$ cat src/logic/instr_exec_defs.vh
// Constants of the serial, separator, difference and interrupt-gate executor
// Included by the executor and its helper modules; definitions only
`ifndef INSTR_EXEC_DEFS_VH
`define INSTR_EXEC_DEFS_VH

// Opcode encodings of the handled instructions
`define OPC_SERIAL_RX 8'h2D
`define OPC_SERIAL_TX 8'h2E
`define OPC_SECTION_SEP 8'h97
`define OPC_PLAIN_DIFF 8'h92
`define OPC_OFFSET_DIFF 8'h93
`define OPC_IRQ_OFF 8'h98
`define OPC_IRQ_ON 8'h99
`define OPC_MASTER_IRQ_OFF 8'h9A
`define OPC_MASTER_IRQ_ON 8'h9B

// Cycle counts per instruction
`define CYC_SERIAL 4'h5
`define CYC_SECTION 4'h4
`define CYC_DIFF 4'h7
`define CYC_IRQ 4'h4

// Instruction lengths in bytes
`define LEN_ONE 2'h1
`define LEN_TWO 2'h2

// Offset-binary zero code
`define OFFSET_ZERO 10'h080

// Reset values
`define RST_USER_IRQ_EN 1'b1
`define RST_MASTER_IRQ_EN 1'b1
`define RST_SECTION 2'h0

// Section codes
`define SEC_ARITH 2'h0
`define SEC_FUZZY 2'h1
`define SEC_IRQ_SPEC 2'h2

`endif

$ cat src/logic/diff_unit.v
// Difference unit: plain and offset-binary subtraction with flag results
// Combinational; operands come from the register file of the same clock
`timescale 1ns/10ps
`include "instr_exec_defs.vh"

module diff_unit (
    // Operands
    input wire [7:0] dest_i,
    input wire [7:0] src_i,
    input wire offset_i,
    // Results
    output reg [7:0] result_o,
    output reg null_o,
    output reg wrap_o
);
    reg [9:0] wide;
    reg over;
    reg under;

    always @* begin
        wide = 10'h000;
        over = 1'b0;
        under = 1'b0;
        if (offset_i) begin
            // Ten-bit signed view of dest - src + 128
            wide = {2'b00, dest_i} - {2'b00, src_i} + `OFFSET_ZERO;
            under = wide[9];
            over = !wide[9] && wide[8];
            result_o = wide[7:0];
            null_o = (wide[7:0] == 8'h00 && !under) || over;
            wrap_o = under || over;
        end else begin
            under = src_i > dest_i;
            result_o = dest_i - src_i;
            null_o = (result_o == 8'h00);
            wrap_o = under;
        end
    end
endmodule // diff_unit

$ cat src/logic/irq_gate.v
// Interrupt acknowledge gate driven by the user and master global enables
// Pending requests and priority are held outside; this only gates them
`timescale 1ns/10ps
`include "instr_exec_defs.vh"

module irq_gate (
    // Enables
    input wire user_en_i,
    input wire master_en_i,
    // Requests
    input wire [7:0] pending_i,
    input wire [7:0] mask_i,
    // Acknowledge permission per line
    output wire [7:0] may_ack_o
);
    genvar g;
    generate
        for (g = 0; g < 8; g = g + 1) begin : gate
            // Cleared enable leaves requests pending, unacknowledged
            assign may_ack_o[g] = pending_i[g] && mask_i[g] && user_en_i && master_en_i;
        end
    endgenerate
endmodule // irq_gate

$ cat src/logic/instr_exec.v
// Executor for serial read/load, section separator, differences, irq gating
// Fetch presents opcode and operand byte with a start pulse; runs on one clock
`timescale 1ns/10ps
`include "instr_exec_defs.vh"

module instr_exec (
    // Clock and reset
    input wire clk_i,
    input wire reset_i,
    // Instruction from fetch
    input wire start_i,
    input wire [7:0] opcode_i,
    input wire [7:0] operand_i,
    // Serial unit holding registers
    input wire [7:0] serial_rx_holding_reg_i,
    output reg [7:0] serial_tx_holding_reg_o,
    output reg tx_start_o,
    // Interrupt requests
    input wire [7:0] irq_pending_i,
    input wire [7:0] irq_mask_i,
    output reg [7:0] irq_may_ack_o,
    // Status
    output reg busy_o,
    output reg done_o,
    output reg [1:0] length_o,
    output reg illegal_o,
    output reg flag_null_o,
    output reg flag_wrap_o,
    output reg user_global_irq_enable_bit_o,
    output reg master_irq_enable_o,
    output reg [1:0] section_o,
    // Register file observation
    input wire [3:0] peek_addr_i,
    output reg [7:0] peek_data_o
);
    localparam ST_IDLE = 2'h0;
    localparam ST_RUN = 2'h1;

    reg [1:0] state;
    reg [3:0] count;
    reg [7:0] op;
    reg [3:0] dst;
    reg [3:0] src;
    reg [7:0] regfile [0:15];
    reg [1:0] last_code_sec;
    wire [7:0] diff_result;
    wire diff_null;
    wire diff_wrap;
    wire [7:0] may_ack;
    reg [3:0] next_count;
    reg [1:0] next_len;
    reg legal;
    integer k;

    diff_unit u_diff (
        .dest_i(regfile[dst]),
        .src_i(regfile[src]),
        .offset_i(op == `OPC_OFFSET_DIFF),
        .result_o(diff_result),
        .null_o(diff_null),
        .wrap_o(diff_wrap)
    );

    irq_gate u_gate (
        .user_en_i(user_global_irq_enable_bit_o),
        .master_en_i(master_irq_enable_o),
        .pending_i(irq_pending_i),
        .mask_i(irq_mask_i),
        .may_ack_o(may_ack)
    );

    // Cycle count and length of a new opcode
    always @* begin
        next_count = 4'h0;
        next_len = `LEN_ONE;
        legal = 1'b1;
        case (opcode_i)
            `OPC_SERIAL_RX, `OPC_SERIAL_TX: begin
                next_count = `CYC_SERIAL;
                next_len = `LEN_TWO;
            end
            `OPC_SECTION_SEP: begin
                next_count = `CYC_SECTION;
            end
            `OPC_PLAIN_DIFF, `OPC_OFFSET_DIFF: begin
                next_count = `CYC_DIFF;
                next_len = `LEN_TWO;
            end
            `OPC_IRQ_OFF, `OPC_IRQ_ON, `OPC_MASTER_IRQ_OFF, `OPC_MASTER_IRQ_ON: begin
                next_count = `CYC_IRQ;
            end
            default: begin
                legal = 1'b0;
            end
        endcase
    end

    always @(posedge clk_i or posedge reset_i) begin
        if (reset_i) begin
            state <= ST_IDLE;
            count <= 4'h0;
            op <= 8'h00;
            dst <= 4'h0;
            src <= 4'h0;
            last_code_sec <= `SEC_ARITH;
            serial_tx_holding_reg_o <= 8'h00;
            tx_start_o <= 1'b0;
            irq_may_ack_o <= 8'h00;
            busy_o <= 1'b0;
            done_o <= 1'b0;
            length_o <= 2'h0;
            illegal_o <= 1'b0;
            flag_null_o <= 1'b0;
            flag_wrap_o <= 1'b0;
            user_global_irq_enable_bit_o <= `RST_USER_IRQ_EN;
            master_irq_enable_o <= `RST_MASTER_IRQ_EN;
            section_o <= `RST_SECTION;
            peek_data_o <= 8'h00;
            for (k = 0; k < 16; k = k + 1) begin
                regfile[k] <= 8'h00;
            end
        end else begin
            tx_start_o <= 1'b0;
            done_o <= 1'b0;
            illegal_o <= 1'b0;
            irq_may_ack_o <= may_ack;
            peek_data_o <= regfile[peek_addr_i];
            case (state)
                ST_IDLE: begin
                    if (start_i) begin
                        if (legal) begin
                            state <= ST_RUN;
                            op <= opcode_i;
                            dst <= operand_i[7:4];
                            src <= operand_i[3:0];
                            count <= next_count - 4'h1;
                            length_o <= next_len;
                            busy_o <= 1'b1;
                        end else begin
                            illegal_o <= 1'b1;
                        end
                    end
                end
                ST_RUN: begin
                    if (count != 4'h1) begin
                        count <= count - 4'h1;
                    end else begin
                        // Effects land in the final cycle of the instruction
                        state <= ST_IDLE;
                        busy_o <= 1'b0;
                        done_o <= 1'b1;
                        count <= 4'h0;
                        case (op)
                            `OPC_SERIAL_RX: begin
                                regfile[dst] <= serial_rx_holding_reg_i;
                            end
                            `OPC_SERIAL_TX: begin
                                serial_tx_holding_reg_o <= regfile[dst];
                                tx_start_o <= 1'b1;
                            end
                            `OPC_SECTION_SEP: begin
                                if (section_o == `SEC_IRQ_SPEC) begin
                                    section_o <= last_code_sec;
                                end else if (section_o == `SEC_ARITH) begin
                                    section_o <= `SEC_FUZZY;
                                    last_code_sec <= `SEC_FUZZY;
                                end else begin
                                    section_o <= `SEC_ARITH;
                                    last_code_sec <= `SEC_ARITH;
                                end
                            end
                            `OPC_PLAIN_DIFF, `OPC_OFFSET_DIFF: begin
                                regfile[dst] <= diff_result;
                                flag_null_o <= diff_null;
                                flag_wrap_o <= diff_wrap;
                            end
                            `OPC_IRQ_OFF: begin
                                user_global_irq_enable_bit_o <= 1'b0;
                            end
                            `OPC_IRQ_ON: begin
                                user_global_irq_enable_bit_o <= 1'b1;
                            end
                            `OPC_MASTER_IRQ_OFF: begin
                                master_irq_enable_o <= 1'b0;
                            end
                            `OPC_MASTER_IRQ_ON: begin
                                master_irq_enable_o <= 1'b1;
                            end
                            default: begin
                                op <= 8'h00;
                            end
                        endcase
                    end
                end
                default: begin
                    state <= ST_IDLE;
                end
            endcase
        end
    end
endmodule // instr_exec

$ cat config.mk
export PLATFORM = sky130hd
export DESIGN_NAME = instr_exec
export DESIGN_NICKNAME = d
export VERILOG_FILES = /design/src/logic/diff_unit.v /design/src/logic/irq_gate.v /design/src/logic/instr_exec.v
export VERILOG_INCLUDE_DIRS = /design/src /design/src/logic
export SDC_FILE = /design/constraint.sdc
export NUM_CORES = 1
export LEC_CHECK = 0
export BUFFER_PORTS_ARGS = -buffer_cell sky130_fd_sc_hd__buf_2
export CAP_MARGIN = 40
export CORE_ASPECT_RATIO = 0.9
export CORE_MARGIN = 3
export CORE_UTILIZATION = 55
export DETAILED_ROUTE_END_ITERATION = 10
export GPL_TIMING_DRIVEN = 0
export HOLD_SLACK_MARGIN = 0.06
export PLACE_DENSITY = 0.81
export SLEW_MARGIN = 10
export SYNTH_ARGS = -nofsm -noshare
export SYNTH_HDL_FRONTEND = slang
export SYNTH_SLANG_ARGS = --single-unit
$ cat constraint.sdc
create_clock -name clk_i -period 12.85 [get_ports clk_i]
set_clock_uncertainty 0.05 [all_clocks]
set_input_delay 0 -clock clk_i [delete_from_list [all_inputs] [get_ports clk_i]]
set_output_delay 0 -clock clk_i [all_outputs]
set_load 0.005 [all_outputs]
==> qor.json <==
{
  "final-setup-viol-count": 0,
  "drc": 0,
  "crit_path_max_fanout": 10,
  "route.antenna.remaining_nets": 0,
  "clock_tree.root_cell": "sky130_fd_sc_hd__clkbuf_16",
  "reg2reg_from": "dst[0]",
  "area_growth_syn_to_layout_pct": 16.5,
  "cts.htree.levels": 4,
  "critical_path.startpoint_type": "register",
  "worst_setup_path_startpoint": "dst[0]",
  "postLayoutCoreUtil_pct": 65.6,
  "max_slew.worst_pin.slew_ns": 0.925,
  "overall_power_mw": 1.68,
  "synth_area_leader_cell": "sky130_fd_sc_hd__dfrtp_1",
  "num-fill-cells": 1342,
  "synth_top_area_share_pct": 43.4,
  "io_buffers": 76,
  "tns_ns": 0,
  "grt-ovfl-total": 0,
  "post_cts_hold_buffer_count": 37,
  "cts_setup_buffers": 0,
  "antenna_violations_before_repair": 1,
  "power_density_nw_per_um2": 138,
  "clk-insertion-delay-late_ns": 0.45,
  "slew_headroom_pct": 36.6,
  "final_period_minus_worst_setup_slack_ns": 5.38,
  "ff_latch_count_synth": 183,
  "die-width_um": 151,
  "syn_area_um2": 10400,
  "total_leakage_power_nw": 5.10,
  "route.detailed.wl_per_inst_um": 25.4,
  "pin_count": 83,
  "ys_warn_count": 0,
  "setup_repair_after_global_routing_missed_its_margin": "no",
  "timing.critical_path.required_ns": 13.11,
  "yosysUniqueCellTypes": 64,
  "vdd_drop_max_mv": 0.0911,
  "placement_rows": 47,
  "cp-end-kind": "register",
  "timing.hold.worst.class": "in2reg",
  "tritoncts": "built",
  "timing.reg2reg.worst_path_depth": 15,
  "synth_nets": 924,
  "seq_area_um2": 4580,
  "synth-main-ff-cell": "sky130_fd_sc_hd__dfrtp_1",
  "globalplace.congestion": 1.02,
  "core_area_um2": 18500,
  "drive_gt1_share_pct": 30.0,
  "initial_core_util_pct": 56.3,
  "grt_max_degree": 114,
  "worst_setup_hold_path_clk_slew_ns": 0.07,
  "synth-async-reset-ratio_pct": 100,
  "clock.fmax_mhz": 186,
  "vias": 8421,
  "post_synth_main_area_contributors": "sky130_fd_sc_hd__dfrtp_1 (43%), sky130_fd_sc_hd__mux4_2 (26%), sky130_fd_sc_hd__o21ai_0 (7.1%)",
  "status": "finished, final reports clean",
  "setup.worst_path.class": "reg2reg",
  "ctsResizeCount": 0,
  "timing_hold_violations_final": 0,
  "grt_first_pass_wirelength_um": 48200,
  "max-clock-path-buffers": 2,
  "place.detailed.hpwl_um": 22300,
  "fp.dieArea_um2": 20700,
  "number_of_global_route_vias_before_repair": 8234,
  "synth-seq-area-share_pct": 43.9,
  "regToRegSetupSlack_ns": 7.47,
  "preCtsSetupSlack_ns": 7.66,
  "post_drt_via_cell_ratio": 6.69,
  "layout_setup_ws_ns": 7.47,
  "dieHeight_um": 137,
  "number_of_clock_buffers_inserted_by_tritoncts": 17,
  "1st_iter_drt_viols": 1080,
  "count_of_mapped_cells_out_of_synthesis": 862,
  "worst-endpoint-arrival_ns": 5.65,
  "avgSynthCellArea_um2": 12.1,
  "post-route-period-util_pct": 41.9,
  "detail_route.wirelength_um": 31900,
  "clkSinkCount": 183,
  "multi_input_area_um2": 5450,
  "critical_path.endpoint": "regfile[118]",
  "timing.final.max_slew_violations": 0,
  "grt_util_all_layers_pct": 32.0,
  "detail_route.first_pass.iterations": 6,
  "cap_viol_max_count": 0,
  "num-nets-final": 1061,
  "worstReg2RegEnd": "regfile[118]",
  "synth_edf_count": 0
}
worst min-delay path by stage:
| stage | start | endpoint | cells past startpoint |
|---|---|---|---|
| 2_1_floorplan | operand_i[4] | dst[0] | 2 |
| 3_3_place_gp | operand_i[4] | dst[0] | 3 |
| 4_1_cts | serial_rx_holding_reg_i[3] | regfile[75] | 3 |
| 6_report | peek_addr_i[2] | peek_data_o[0] | 3 |
| 3_5_place_dp | reset_i | irq_may_ack_o[4] | 2 |
| 5_1_grt | peek_addr_i[2] | peek_data_o[0] | 3 |
report_power, final:
part / total, mW / internal, mW / switching, mW
registers: 0.653 / 0.620 / 0.0332
clock network: 0.528 / 0.289 / 0.239
logic: 0.494 / 0.204 / 0.290
synthesized netlist by cell type, types with 3 or more instances:
cell and count:
sky130_fd_sc_hd__mux2i_1 8, sky130_fd_sc_hd__a21oi_1 4, sky130_fd_sc_hd__a31oi_1 3, sky130_fd_sc_hd__nor3_1 7, sky130_fd_sc_hd__nor2b_1 5, sky130_fd_sc_hd__nand2_1 166, sky130_fd_sc_hd__dfrtp_1 181, sky130_fd_sc_hd__buf_4 4
sky130_fd_sc_hd__xnor2_1 3, sky130_fd_sc_hd__nand2b_1 3, sky130_fd_sc_hd__xor2_1 5, sky130_fd_sc_hd__and2_1 3, sky130_fd_sc_hd__nor2_1 19, sky130_fd_sc_hd__o21ai_0 148, sky130_fd_sc_hd__buf_1 5, sky130_fd_sc_hd__mux4_2 120
sky130_fd_sc_hd__buf_2 28, sky130_fd_sc_hd__clkbuf_1 21, sky130_fd_sc_hd__a2111oi_4 4, sky130_fd_sc_hd__mux2_2 16, sky130_fd_sc_hd__nand3_1 9, sky130_fd_sc_hd__and3_1 9, sky130_fd_sc_hd__buf_6 4, sky130_fd_sc_hd__inv_1 21
sky130_fd_sc_hd__ha_1 14
stage by stage:
stage	hold slack, ns	cell area, um^2	std cells
floorplan	0.0668	10400	862
global placement	0.175	11100	1183
detailed placement	0.0316	11200	1187
CTS	0.0906	12100	1256
global route	0.0965	12200	1257
finish	0.0796	12200	1258
cell type report:
cell class              count  share of cell area (%)
diodes                      1                  0.0206
well taps                 245                    2.52
clock inverters            13                    1.20
plain buffers              63                    2.62
clock buffers              19                    3.56
flip-flops and latches    183                    37.7
multi-input cells         594                    44.9
repair buffers            118                    6.77
inverters                  22                   0.741
critical path, stage by stage, from the launching register on:
cell,delay (ns)
sky130_fd_sc_hd__dfrtp_1,0.32
sky130_fd_sc_hd__buf_2,0.30
sky130_fd_sc_hd__buf_4,0.37
sky130_fd_sc_hd__mux4_2,0.59
sky130_fd_sc_hd__mux4_2,0.59
sky130_fd_sc_hd__inv_1,0.13
sky130_fd_sc_hd__ha_1,0.15
sky130_fd_sc_hd__inv_1,0.05
sky130_fd_sc_hd__fa_1,0.43
sky130_fd_sc_hd__a211oi_1,0.27
sky130_fd_sc_hd__nor2_1,0.12
sky130_fd_sc_hd__a2111oi_0,0.42
sky130_fd_sc_hd__nor3_1,0.12
sky130_fd_sc_hd__mux2i_1,0.75
sky130_fd_sc_hd__clkbuf_2,0.43
sky130_fd_sc_hd__o21ai_0,0.16
state kept, by name, summed over array words and instances (netlist names):
signal,flops
busy_o,1
count,4
done_o,1
dst,4
flag_null_o,1
flag_wrap_o,1
illegal_o,1
irq_may_ack_o,8
last_code_sec,1
length_o,2
master_irq_enable_o,1
op,8
peek_data_o,8
regfile,128
serial_tx_holding_reg_o,8
src,4
tx_start_o,1
user_global_irq_enable_bit_o,1
cells in the final DEF (no fill, tap or decap), types with 8 or more instances in the layout:
cell / count
sky130_fd_sc_hd__ha_1: 14
sky130_fd_sc_hd__nor2_1: 19
sky130_fd_sc_hd__inv_1: 20
sky130_fd_sc_hd__clkbuf_1: 23
sky130_fd_sc_hd__nand2_1: 166
sky130_fd_sc_hd__o21ai_0: 148
sky130_fd_sc_hd__clkbuf_16: 17
sky130_fd_sc_hd__dfrtp_1: 181
sky130_fd_sc_hd__buf_2: 104
sky130_fd_sc_hd__mux2_2: 16
sky130_fd_sc_hd__mux4_2: 120
sky130_fd_sc_hd__and3_1: 9
sky130_fd_sc_hd__nand3_1: 9
sky130_fd_sc_hd__mux2i_1: 8
sky130_fd_sc_hd__dlygate4sd3_1: 37
kinds of logic after synthesis:
kind of cell             synth area share [%]
AND/OR/NAND/NOR                          11.0
adder cells (fa/ha/maj)                  1.87
multiplexers                             28.4
XOR/XNOR                                0.672
AO/OA/AOI/OAI                            10.3
other                                  0.0359
flip-flops                               43.9
buffers and inverters                    3.84
per-layer routing:
layer  up-vias  global-route usage (%)  share of wire [%]
li1       3482                       -                  -
met1      4218                    41.5                 36
met2       591                    48.5                 46
met3       128                    12.3                 14
met4         2                    13.7                4.4
met5         -                       0              0.034
Note: power is estimated with default switching activity, not from simulation.
